File: src/sleep_gate_pkg.sv
// constants for the deep-sleep gating and soft reset block
package sleep_gate_pkg;
	localparam logic [11:0] soft_reset_ctrl_zero_off = 12'h040;
	localparam logic [11:0] deep_sleep_gate_two_off = 12'h128;
	localparam logic [11:0] int_status_off = 12'h200;
	localparam logic [11:0] int_mask_off = 12'h204;
	localparam logic [11:0] mode_ctrl_off = 12'h208;
	localparam int dma_unit_gate_bit = 13;
	localparam int port_e_gate_bit = 4;
	localparam int port_a_gate_bit = 0;
	localparam logic [31:0] gate_rw_mask = 32'h0000201f;
	localparam logic [31:0] gate_reset_val = 32'h00000000;
	localparam int controller_area_unit_reset_bit = 24;
	localparam int pwm_unit_reset_bit = 20;
	localparam int adc_unit_reset_bit = 16;
	localparam int watchdog_unit_reset_bit = 3;
	localparam logic [31:0] reset_rw_mask = 32'h01110008;
	localparam logic [31:0] reset_reset_val = 32'h00000000;
	localparam int unit_count = 6;
	localparam int rst_count = 4;
	// interrupt status bits
	localparam int irq_fault_bit = 0;
	localparam int irq_reset_bit = 1;
	localparam logic [31:0] irq_rw_mask = 32'h00000003;
	localparam logic [1:0] resp_okay = 2'b00;
	localparam logic [1:0] resp_slverr = 2'b10;
	typedef enum logic [1:0] {mode_run, mode_sleep, mode_deep} power_mode_t;
endpackage

File: src/gate_select.sv
// picks the active gate set from power mode and auto-gating select
`timescale 1ns/1ps
module gate_select
	import sleep_gate_pkg::*;
(
	input wire logic [1:0] power_mode,
	input wire logic auto_gating_select,
	input wire logic [5:0] run_gate,
	input wire logic [5:0] sleep_gate,
	input wire logic [5:0] deep_gate,
	output logic [5:0] active_gate
);
	always_comb begin
		active_gate = run_gate;
		if (auto_gating_select && power_mode == mode_sleep) begin
			active_gate = sleep_gate;
		end else if (auto_gating_select && power_mode == mode_deep) begin
			active_gate = deep_gate;
		end
	end
endmodule // gate_select

File: src/deep_sleep_gate_and_soft_reset.sv
// deep-sleep clock gate register, soft reset register zero, fault check
//
// Decided for this implementation: the AXI4-Lite register port.
`timescale 1ns/1ps
module deep_sleep_gate_and_soft_reset
	import sleep_gate_pkg::*;
(
	input wire logic aclk,
	input wire logic aresetn,
	input wire logic [11:0] s_axi_awaddr,
	input wire logic s_axi_awvalid,
	output logic s_axi_awready,
	input wire logic [31:0] s_axi_wdata,
	input wire logic [3:0] s_axi_wstrb,
	input wire logic s_axi_wvalid,
	output logic s_axi_wready,
	output logic [1:0] s_axi_bresp,
	output logic s_axi_bvalid,
	input wire logic s_axi_bready,
	input wire logic [11:0] s_axi_araddr,
	input wire logic s_axi_arvalid,
	output logic s_axi_arready,
	output logic [31:0] s_axi_rdata,
	output logic [1:0] s_axi_rresp,
	output logic s_axi_rvalid,
	input wire logic s_axi_rready,
	input wire logic [1:0] power_mode,
	input wire logic [5:0] run_gate_two,
	input wire logic [5:0] sleep_gate_two,
	input wire logic [31:0] capability_mask_one,
	input wire logic periph_req,
	input wire logic [2:0] periph_sel,
	output logic periph_fault,
	output logic [5:0] unit_clk_en,
	output logic [3:0] unit_reset,
	output logic irq
);
	import sleep_gate_pkg::*;

	// ****************************************
	// register state
	// ****************************************
	logic [31:0] deep_sleep_gate_two_r;
	logic [31:0] soft_reset_ctrl_zero_r;
	logic [31:0] int_status_r;
	logic [31:0] int_mask_r;
	logic auto_gating_select_r;
	logic [5:0] deep_gate;
	logic [5:0] active_gate;
	logic fault_event;
	logic reset_event;

	function automatic logic [31:0] strb_merge(input logic [31:0] old, input logic [31:0] nw,
		input logic [3:0] strb);
		logic [31:0] res;
		res = old;
		for (int i = 0; i < 4; i++) begin
			if (strb[i]) begin
				res[i*8 +: 8] = nw[i*8 +: 8];
			end
		end
		return res;
	endfunction

	// ****************************************
	// axi write channel
	// ****************************************
	logic aw_held_r;
	logic w_held_r;
	logic [11:0] aw_addr_r;
	logic [31:0] w_data_r;
	logic [3:0] w_strb_r;
	logic do_write;
	logic [11:0] wr_addr;
	logic [31:0] wr_data;
	logic [3:0] wr_strb;
	logic wr_hit;

	assign wr_addr = aw_held_r ? aw_addr_r : s_axi_awaddr;
	assign wr_data = w_held_r ? w_data_r : s_axi_wdata;
	assign wr_strb = w_held_r ? w_strb_r : s_axi_wstrb;
	assign do_write = (aw_held_r || (s_axi_awvalid && s_axi_awready)) &&
		(w_held_r || (s_axi_wvalid && s_axi_wready)) && !s_axi_bvalid;
	assign wr_hit = wr_addr[11:2] == soft_reset_ctrl_zero_off[11:2] ||
		wr_addr[11:2] == deep_sleep_gate_two_off[11:2] || wr_addr[11:2] == int_status_off[11:2] ||
		wr_addr[11:2] == int_mask_off[11:2] || wr_addr[11:2] == mode_ctrl_off[11:2];

	always_ff @(posedge aclk) begin
		if (!aresetn) begin
			s_axi_awready <= 1'b0;
			s_axi_wready <= 1'b0;
			aw_held_r <= 1'b0;
			w_held_r <= 1'b0;
			aw_addr_r <= 12'h000;
			w_data_r <= 32'h00000000;
			w_strb_r <= 4'h0;
			s_axi_bvalid <= 1'b0;
			s_axi_bresp <= resp_okay;
		end else begin
			if (s_axi_awvalid && s_axi_awready) begin
				aw_addr_r <= s_axi_awaddr;
			end
			if (s_axi_wvalid && s_axi_wready) begin
				w_data_r <= s_axi_wdata;
				w_strb_r <= s_axi_wstrb;
			end
			if (do_write) begin
				aw_held_r <= 1'b0;
				w_held_r <= 1'b0;
				s_axi_bvalid <= 1'b1;
				s_axi_bresp <= wr_hit ? resp_okay : resp_slverr;
			end else begin
				if (s_axi_awvalid && s_axi_awready) aw_held_r <= 1'b1;
				if (s_axi_wvalid && s_axi_wready) w_held_r <= 1'b1;
				if (s_axi_bvalid && s_axi_bready) s_axi_bvalid <= 1'b0;
			end
			// one write at a time: ready only while idle and not yet taken
			s_axi_awready <= !s_axi_awready && !aw_held_r && !s_axi_bvalid && !do_write && s_axi_awvalid;
			s_axi_wready <= !s_axi_wready && !w_held_r && !s_axi_bvalid && !do_write && s_axi_wvalid;
		end
	end

	// ****************************************
	// registers
	// ****************************************
	always_ff @(posedge aclk) begin
		if (!aresetn) begin
			deep_sleep_gate_two_r <= gate_reset_val;
		end else if (do_write && wr_addr[11:2] == deep_sleep_gate_two_off[11:2]) begin
			deep_sleep_gate_two_r <= strb_merge(deep_sleep_gate_two_r, wr_data, wr_strb) & gate_rw_mask;
		end
	end

	always_ff @(posedge aclk) begin
		if (!aresetn) begin
			soft_reset_ctrl_zero_r <= reset_reset_val;
		end else if (do_write && wr_addr[11:2] == soft_reset_ctrl_zero_off[11:2]) begin
			// absent units keep their old bit, so masked writes are no-ops
			soft_reset_ctrl_zero_r <= (strb_merge(soft_reset_ctrl_zero_r, wr_data, wr_strb) & capability_mask_one
				| soft_reset_ctrl_zero_r & ~capability_mask_one) & reset_rw_mask;
		end
	end

	always_ff @(posedge aclk) begin
		if (!aresetn) begin
			auto_gating_select_r <= 1'b0;
			int_mask_r <= 32'h00000000;
		end else if (do_write && wr_addr[11:2] == mode_ctrl_off[11:2]) begin
			if (wr_strb[0]) auto_gating_select_r <= wr_data[0];
		end else if (do_write && wr_addr[11:2] == int_mask_off[11:2]) begin
			int_mask_r <= strb_merge(int_mask_r, wr_data, wr_strb) & irq_rw_mask;
		end
	end

	logic [31:0] status_clr;
	logic [31:0] status_set;

	assign reset_event = do_write && wr_addr[11:2] == soft_reset_ctrl_zero_off[11:2];
	assign status_clr = (do_write && wr_addr[11:2] == int_status_off[11:2]) ?
		(wr_data & irq_rw_mask) : 32'h00000000;

	always_comb begin
		status_set = 32'h00000000;
		status_set[irq_fault_bit] = fault_event;
		status_set[irq_reset_bit] = reset_event;
	end

	// set wins over write-one-to-clear, so an event racing a clear is never lost
	always_ff @(posedge aclk) begin
		if (!aresetn) begin
			int_status_r <= 32'h00000000;
		end else begin
			int_status_r <= (int_status_r & ~status_clr) | status_set;
		end
	end

	// ****************************************
	// gating and fault
	// ****************************************
	assign deep_gate = {deep_sleep_gate_two_r[dma_unit_gate_bit],
		deep_sleep_gate_two_r[port_e_gate_bit:port_a_gate_bit]};

	gate_select u_gate_select (
		.power_mode(power_mode),
		.auto_gating_select(auto_gating_select_r),
		.run_gate(run_gate_two),
		.sleep_gate(sleep_gate_two),
		.deep_gate(deep_gate),
		.active_gate(active_gate)
	);

	// periph_sel 0..4 ports a..e, 5 dma; other codes have no unit and fault too
	assign fault_event = periph_req && (periph_sel > 3'd5 || !active_gate[periph_sel]);

	always_ff @(posedge aclk) begin
		if (!aresetn) begin
			unit_clk_en <= 6'h00;
			periph_fault <= 1'b0;
		end else begin
			unit_clk_en <= active_gate;
			periph_fault <= fault_event;
		end
	end

	always_ff @(posedge aclk) begin
		if (!aresetn) begin
			unit_reset <= 4'h0;
			irq <= 1'b0;
		end else begin
			unit_reset <= {soft_reset_ctrl_zero_r[controller_area_unit_reset_bit],
				soft_reset_ctrl_zero_r[pwm_unit_reset_bit], soft_reset_ctrl_zero_r[adc_unit_reset_bit],
				soft_reset_ctrl_zero_r[watchdog_unit_reset_bit]};
			irq <= |(int_status_r & int_mask_r);
		end
	end

	// ****************************************
	// axi read channel
	// ****************************************
	logic [31:0] rd_val;
	logic rd_hit;
	always_comb begin
		rd_val = 32'h00000000;
		rd_hit = 1'b1;
		unique case (s_axi_araddr[11:2])
			soft_reset_ctrl_zero_off[11:2]: rd_val = soft_reset_ctrl_zero_r;
			deep_sleep_gate_two_off[11:2]: rd_val = deep_sleep_gate_two_r;
			int_status_off[11:2]: rd_val = int_status_r;
			int_mask_off[11:2]: rd_val = int_mask_r;
			mode_ctrl_off[11:2]: rd_val = {31'h00000000, auto_gating_select_r};
			default: rd_hit = 1'b0;
		endcase
	end

	always_ff @(posedge aclk) begin
		if (!aresetn) begin
			s_axi_arready <= 1'b0;
			s_axi_rvalid <= 1'b0;
			s_axi_rdata <= 32'h00000000;
			s_axi_rresp <= resp_okay;
		end else begin
			s_axi_arready <= !s_axi_arready && !s_axi_rvalid && s_axi_arvalid;
			if (s_axi_arvalid && s_axi_arready) begin
				s_axi_rvalid <= 1'b1;
				s_axi_rdata <= rd_val;
				s_axi_rresp <= rd_hit ? resp_okay : resp_slverr;
			end else if (s_axi_rvalid && s_axi_rready) begin
				s_axi_rvalid <= 1'b0;
			end
		end
	end

	// ****************************************
	// checks
	// ****************************************
	gate_reserved_zero_a: assert property (@(posedge aclk) disable iff (!aresetn)
		(deep_sleep_gate_two_r & ~gate_rw_mask) == 32'h0) else $error("gate reserved bit set");
	reset_reserved_zero_a: assert property (@(posedge aclk) disable iff (!aresetn)
		(soft_reset_ctrl_zero_r & ~reset_rw_mask) == 32'h0) else $error("reset reserved bit set");
	gate_after_reset_a: assert property (@(posedge aclk) $rose(aresetn) |-> deep_sleep_gate_two_r == 32'h0)
		else $error("gate not zero after reset");
	deep_clk_en_a: assert property (@(posedge aclk) disable iff (!aresetn)
		(auto_gating_select_r && power_mode == mode_deep) |=> unit_clk_en == $past(deep_gate))
		else $error("deep gate not applied");
	no_auto_run_a: assert property (@(posedge aclk) disable iff (!aresetn)
		!auto_gating_select_r |=> unit_clk_en == $past(run_gate_two)) else $error("sleep sets used without select");
	gated_fault_a: assert property (@(posedge aclk) disable iff (!aresetn)
		(periph_req && periph_sel <= 3'd5 && !active_gate[periph_sel]) |=> periph_fault)
		else $error("gated access without fault");
	open_no_fault_a: assert property (@(posedge aclk) disable iff (!aresetn)
		(periph_req && periph_sel <= 3'd5 && active_gate[periph_sel]) |=> !periph_fault)
		else $error("fault on clocked unit");
	no_unit_fault_a: assert property (@(posedge aclk) disable iff (!aresetn)
		(periph_req && periph_sel > 3'd5) |=> periph_fault) else $error("access to no unit without fault");
	mask_write_a: assert property (@(posedge aclk) disable iff (!aresetn)
		(reset_event && !capability_mask_one[watchdog_unit_reset_bit]) |=>
		soft_reset_ctrl_zero_r[watchdog_unit_reset_bit] == $past(soft_reset_ctrl_zero_r[watchdog_unit_reset_bit]))
		else $error("masked reset bit changed");
	reset_follow_a: assert property (@(posedge aclk) disable iff (!aresetn)
		##1 unit_reset[0] == $past(soft_reset_ctrl_zero_r[watchdog_unit_reset_bit]))
		else $error("watchdog reset not following");
	can_follow_a: assert property (@(posedge aclk) disable iff (!aresetn)
		##1 unit_reset[3] == $past(soft_reset_ctrl_zero_r[controller_area_unit_reset_bit]))
		else $error("can reset not following");
	adc_pwm_follow_a: assert property (@(posedge aclk) disable iff (!aresetn)
		##1 unit_reset[2:1] == $past({soft_reset_ctrl_zero_r[pwm_unit_reset_bit],
		soft_reset_ctrl_zero_r[adc_unit_reset_bit]}))
		else $error("pwm or adc reset not following");
	dma_gate_a: assert property (@(posedge aclk) disable iff (!aresetn)
		(do_write && wr_addr[11:2] == deep_sleep_gate_two_off[11:2] && wr_strb[1]) |=>
		deep_sleep_gate_two_r[dma_unit_gate_bit] == $past(wr_data[dma_unit_gate_bit]))
		else $error("dma gate bit not written");
	deep_cov_c: cover property (@(posedge aclk) auto_gating_select_r && power_mode == mode_deep && |deep_gate);
	fault_cov_c: cover property (@(posedge aclk) periph_fault);
	reset_cov_c: cover property (@(posedge aclk) |unit_reset);
	srst_write_c: cover property (@(posedge aclk) reset_event);
endmodule // deep_sleep_gate_and_soft_reset

File: config.mk
export PLATFORM = sky130hd
export DESIGN_NAME = deep_sleep_gate_and_soft_reset
export DESIGN_NICKNAME = d
export VERILOG_FILES = /design/src/sleep_gate_pkg.sv /design/src/gate_select.sv /design/src/deep_sleep_gate_and_soft_reset.sv
export SDC_FILE = /design/constraint.sdc
export NUM_CORES = 1
export LEC_CHECK = 0
export ABC_CLOCK_PERIOD_IN_PS = 2750
export BUFFER_PORTS_ARGS = -buffer_cell sky130_fd_sc_hd__buf_2
export CORE_MARGIN = 2
export CORE_UTILIZATION = 46
export DETAILED_ROUTE_END_ITERATION = 16
export PLACE_DENSITY = 0.8
export SKIP_CTS_REPAIR_TIMING = 1
export SLEW_MARGIN = 20
export SYNTH_ARGS = -nofsm -noshare
export SYNTH_HDL_FRONTEND = slang
export SYNTH_HIERARCHICAL = 1
export SYNTH_SLANG_ARGS = --single-unit
File: constraint.sdc
create_clock -name aclk -period 2.75 [get_ports aclk]
set_clock_uncertainty 0.15 [all_clocks]
set_input_delay 0.275 -clock aclk [delete_from_list [all_inputs] [get_ports aclk]]
set_output_delay 0.275 -clock aclk [all_outputs]
set_load 0.01 [all_outputs]
==> results.toml, run 1 <==
[sta]
fin_tns_setup_ns = 0
slew_viol_final = 0
rsz0062_at_grt = "no"
finalSetupViolCount = 0
period_share_pct = 88.92
relSlewSlack_pct = 52.92
hold_viol_final = 0
worstMarginPinSlew_ns = 0.7008
period_minus_slack_ns = 2.445
fmax_mhz = 409.0

[power]
p_leak_nw = 1.701
ir_worst_vdd_mv = 0.2774
power_density_nw_per_um2 = 509.5

[global_routing]
overflow = 0
grt_pass1_vias = 2842
grt.total_usage_pct = 19.70
grt_pass1_wl_mm = 13.28
antenna_found_initial = 0
grt_max_degree = 48

[floorplanning]
row_count = 31
core_um2 = 7292
fp.dieArea_um2 = 8245
start_util_pct = 47.53
die_width_um = 90.80
die_h_um = 90.80
num_io_pins = 170

[cells_and_area]
drive_gt1_share_pct = 28.66
area_growth_pct = 18.66
final_cell_mix = "buf_2 (89), dfxtp_1 (68), nand2_1 (65), a21boi_0 (31), conb_1 (25)"
fin_area_um2 = 4113
antenna_cells = 0
layout_commonest_cell = "buf_2"
nNetsFinal = 590

[clock_network]
root_buffer = "clkbuf_8"
tritoncts = "done"
htree_levels = 3
clkTransAtPathRegs_ns = 0.08
clk_latency_ns = 0.34
cts_max_path_buffers = 2
cts_buffers = 9
clock-sinks = 68

[logic_synthesis]
yosysSeqAreaShare_pct = 39.28
yosysUniqueCellTypes = 56
synthArstFlopShare_pct = 0
synth_area_per_cell_um2 = 9.026
synth_edf_count = 0
ys_seq_elements = 68
ys_warn_count = 6
synth_area_um2 = 3466
synth_ff_type = "dfxtp_1"
syn_inst = 384

[worst_setup_path]
worstPathRequired_ns = 2.83
crit_fanout = 5
r2r_start = "aw_held_r"
worstSetupPathType = "reg -> reg"
critPathLaunchType = "flip-flop"
r2r_slack_ns = 0.30
reg2reg_depth = 5
crit_arrival_ns = 2.53
cp-end-kind = "flip-flop"

[routing]
wirelength_mm = 7.978
drtIter0Drc = 147
wl_per_cell_um = 13.83
first_pass_iters = 4
routed_via_density = 5.163
drtAntennaViolNets = 0
drcViolationCount = 0
vias = 2979

[placed_design]
post_dp_cell_area_um2 = 3914
dpl.hpwl_mm = 5.967
port_buffers = 89
gp_congestion = 0.8634

[hold_path]
hold_path_end = "s_axi_arready"
hold_depth = 3
hp-class = "in -> reg"
holdCritStartpoint = "s_axi_arvalid"

[outcome]
outcome = "finished clean"

[flow_run]
maxCapViolations = 0
## worst max-delay path by stage
stage,end,slack (ns),cells after the start,startpoint
floorplan,flip-flop,0.52,5,s_axi_awaddr[7]
global placement,flip-flop,0.27,6,s_axi_awaddr[7]
detailed placement,flip-flop,0.26,6,s_axi_awaddr[7]
CTS,flip-flop,0.31,5,aw_held_r
global route,flip-flop,0.17,5,aw_held_r
finish,flip-flop,0.30,5,aw_held_r
## power by group
| group | internal (mW) | switching [mW] | total (mW) |
|---|---|---|---|
| Sequential | 1.01 | 0.0163 | 1.03 |
| Combinational | 0.107 | 0.132 | 0.239 |
| Clock | 0.423 | 0.408 | 0.831 |
## cells in the mapped netlist (5+ instances only)
cell      count  share of area, %
a21boi_0     31               6.7
a31oi_1       8               1.4
and2_1       12               2.2
buf_4        26               5.6
clkbuf_1     14               1.5
dfxtp_1      68                39
inv_1         9              0.97
mux2_2        7               2.3
mux2i_1      17               4.9
nand2_1      65               7.0
nand3_1      12               1.7
nor2_1       12               1.3
nor2b_1      12               2.2
nor4b_1       5               1.3
o221a_2       7               2.3
o32a_1        6               1.7
or4_1         5               1.1
## critical path: stages (launching register included)
cell and delay [ns]:
dfxtp_1 0.42, or4b_1 0.52, a221o_2 0.44, nor3_4 0.33
nand3_1 0.15, mux2_4 0.31
## flip-flops by register name, summed over array words and instances, names as in the netlist, 2 cells and up, named ones only
register	cells
w_data_r	9
int_status_r	2
w_strb_r	4
int_mask_r	2
deep_sleep_gate_two_r	6
aw_addr_r	10
unit_reset	4
unit_clk_en	6
s_axi_rdata	9
## area by class of cell
cell class | instances | area [um2]
Clock buffer | 9 | 123.9
Clock inverter | 7 | 75.07
Fill cell | 713 | 3179
Inverter | 10 | 37.54
Multi-Input combinational cell | 288 | 1893
Sequential cell | 68 | 1361
Tap cell | 99 | 123.9
Timing Repair Buffer | 96 | 498.0
## layer usage
metal  part of all wire (%)  up-vias  global-route usage [%]
met4                    1.2        0                   6.692
met2                     48       83                   33.27
met5                      0        -                       0
met1                     45     1371                   24.47
met3                    5.6        8                   5.008
li1                       -     1517                       -
## cell families after synthesis
group / count (synthesis) / share of synthesized area, %
simple gates: 156 / 24.19
compound gates: 81 / 19.46
flops: 68 / 39.28
buf+inv: 52 / 8.700
mux: 26 / 8.267
other cells: 1 / 0.1082
## stage by stage
stage	power, mW	cells	util [%]	hold slack [ns]	setup slack (ns)
detailed placement	1.286	561	53.67	0.2935	0.2618
global route	2.194	577	56.40	0.01872	0.1700
floorplan	1.216	408	-	0.2433	0.5199
global placement	1.279	561	53.67	0.2863	0.2714
finish	2.095	577	56.40	0.009645	0.3048
CTS	2.112	577	56.40	-0.0008697	0.3092
Note: power is estimated with default switching activity, not from simulation.
==> run 2, diff against run 1 <==
Settings changed: ABC_AREA from default to 1, CORE_UTILIZATION 46 to 47.
==> run 2 against run 1 <==
Final area rose by 5.4%. Setup slack improved by 0.21 ns. Global-route usage rose by 0.28 points. First-iteration DRC count fell by 4.1%. Flip-flop and latch count did not move. Utilization barely moved.
==> results.toml, run 2 <==
[cells_and_area]
fillers = 737
final_cell_mix = "nand2_1 (132), buf_2 (89), inv_1 (83), nor2_1 (79), dfxtp_1 (68)"
area_growth_pct = 17.19
largest-register = "aw_addr_r"
drive_gt1_share_pct = 21.31
antenna_cells = 0
largest_reg_flops = 10
layout_commonest_cell = "nand2_1"
seqCellArea_um2 = 1361
nNetsFinal = 769
multi_input_comb_area_um2 = 1819
largestRegisters = "aw_addr_r (10), s_axi_rdata (9), w_data_r (9)"

[routing]
drtAntennaViolNets = 0
drtIter0Drc = 141
routed_via_density = 4.675
vias = 3548
wirelength_mm = 8.416
wl_per_cell_um = 11.09
drcViolationCount = 0
first_pass_iters = 4

[sta]
hold_viol_final = 0
holdWs_ns = 0.01988
fmax_mhz = 447.2
period_share_pct = 81.32
rsz0062_at_grt = "no"
finalSetupViolCount = 0
worstMarginPinSlew_ns = 0.6029
period_minus_slack_ns = 2.236
fin_tns_setup_ns = 0
slew_viol_final = 0
relSlewSlack_pct = 59.75

[clock_network]
clk_latency_ns = 0.35
tritoncts = "done"
clkTransAtPathRegs_ns = 0.07
clock-sinks = 68
root_buffer = "clkbuf_8"
cts_max_path_buffers = 2
htree_levels = 3
cts_buffers = 9

[global_routing]
grt.total_usage_pct = 19.98
antenna_found_initial = 0
grt_pass1_vias = 3294
grt_max_degree = 52
grt_pass1_wl_mm = 13.98
overflow = 0

[hold_path]
hold_depth = 3
holdCritStartpoint = "s_axi_arvalid"
hp-class = "in -> reg"
hold_path_end = "s_axi_arready"

[outcome]
outcome = "finished clean"

[floorplanning]
core_um2 = 7687
fp.dieArea_um2 = 8595
die_width_um = 92.71
start_util_pct = 48.11
num_io_pins = 170
die_h_um = 92.71
row_count = 32

[worst_setup_path]
cp-end-kind = "flip-flop"
reg2reg_to = "deep_sleep_gate_two_r[3]"
worstPathRequired_ns = 2.86
crit_arrival_ns = 2.35
crit_fanout = 16
startpoint = "aw_held_r"
reg2reg_depth = 12
critPathLaunchType = "flip-flop"
r2r_start = "aw_held_r"
worstSetupPathType = "reg -> reg"
r2r_slack_ns = 0.51

[logic_synthesis]
synth_ff_type = "dfxtp_1"
yosysSeqAreaShare_pct = 36.81
yosys-top-cells-area = "dfxtp_1 (37%), nand2_1 (13%), inv_1 (8.4%)"
ys_warn_count = 6
synth_area_um2 = 3699
synth_edf_count = 0
synthTopCellsByCount = "nand2_1 (132), inv_1 (83), nor2_1 (79)"
synth_top_area_cell = "dfxtp_1"
yosysMostFrequentCell = "nand2_1"
syn_inst = 564
ys_seq_elements = 68
yosysUniqueCellTypes = 36
synth_area_per_cell_um2 = 6.558
yosys.area.top_type_share_pct = 36.81
synthArstFlopShare_pct = 0

[power]
power_density_nw_per_um2 = 499.7
ir_worst_vdd_mv = 0.2388
p_leak_nw = 2.166

[placed_design]
port_buffers = 89
dpl.hpwl_mm = 6.331
gp_congestion = 0.8398

[flow_run]
maxCapViolations = 0
==> run 2: final cells by class <==
cell class	instances	share of cell area, %
inverters	88	7.621
multi-input cells	391	41.97
well taps	102	2.945
repair buffers	94	11.20
clock inverters	5	1.357
flip-flops and latches	68	31.41
clock buffers	11	3.493
==> run 2: where the power goes <==
part | internal, mW | switching [mW] | total, mW
Combinational | 0.103 | 0.180 | 0.283
Clock | 0.470 | 0.381 | 0.850
Sequential | 1.02 | 0.0166 | 1.03
Total | 1.59 | 0.578 | 2.17
==> run 2: worst max path at each step <==
stage | cells after the start | slack, ns | to
after global placement | 12 | 0.63 | deep_sleep_gate_two_r[4]
after detailed placement | 12 | 0.59 | deep_sleep_gate_two_r[2]
after CTS | 12 | 0.52 | deep_sleep_gate_two_r[3]
after floorplan | 10 | 1.17 | flip-flop
final | 12 | 0.51 | deep_sleep_gate_two_r[3]
after global routing | 11 | 0.29 | flip-flop
==> run 2: cells by family after synthesis <==
logic type,after synthesis,share of synthesized area (%)
buf+inv,129,16.44
compound gates,76,10.96
simple gates,286,34.61
other cells,1,0.1014
flops,68,36.81
mux,4,1.083
==> run 2: critical path, cell delays in order (launching register included) <==
cell and delay, ns:
dfxtp_1 0.71, inv_2 0.26, nand2_1 0.11, nand2_1 0.07, inv_1 0.07, nand2_1 0.10, inv_1 0.07, nand2_1 0.08
nor2_4 0.20, nand2_4 0.10, nand2_1 0.07, inv_1 0.04, nor2_1 0.12
==> run 2: per-layer routing <==
metal / vias up / track usage [%] / wire, um
li1: 1869 / - / -
met1: 1575 / 24.83 / 3803
met2: 97 / 34.73 / 4115
met3: 7 / 4.150 / 420
met4: 0 / 6.250 / 76
met5: - / 0 / 0
==> run 2: metrics by stage <==
| step | cells | worst slack [ns] | util, % | area [um2] | power (mW) |
|---|---|---|---|---|---|
| global route | 759 | 0.2916 | 56.38 | 4334 | 2.269 |
| finish | 759 | 0.5136 | 56.38 | 4334 | 2.166 |
| CTS | 758 | 0.5185 | 56.25 | 4324 | 2.181 |
| global placement | 742 | 0.6308 | 53.52 | 4114 | 1.325 |
| floorplan | 588 | 1.167 | - | 3789 | 1.265 |
| detailed placement | 742 | 0.5906 | 53.52 | 4114 | 1.334 |
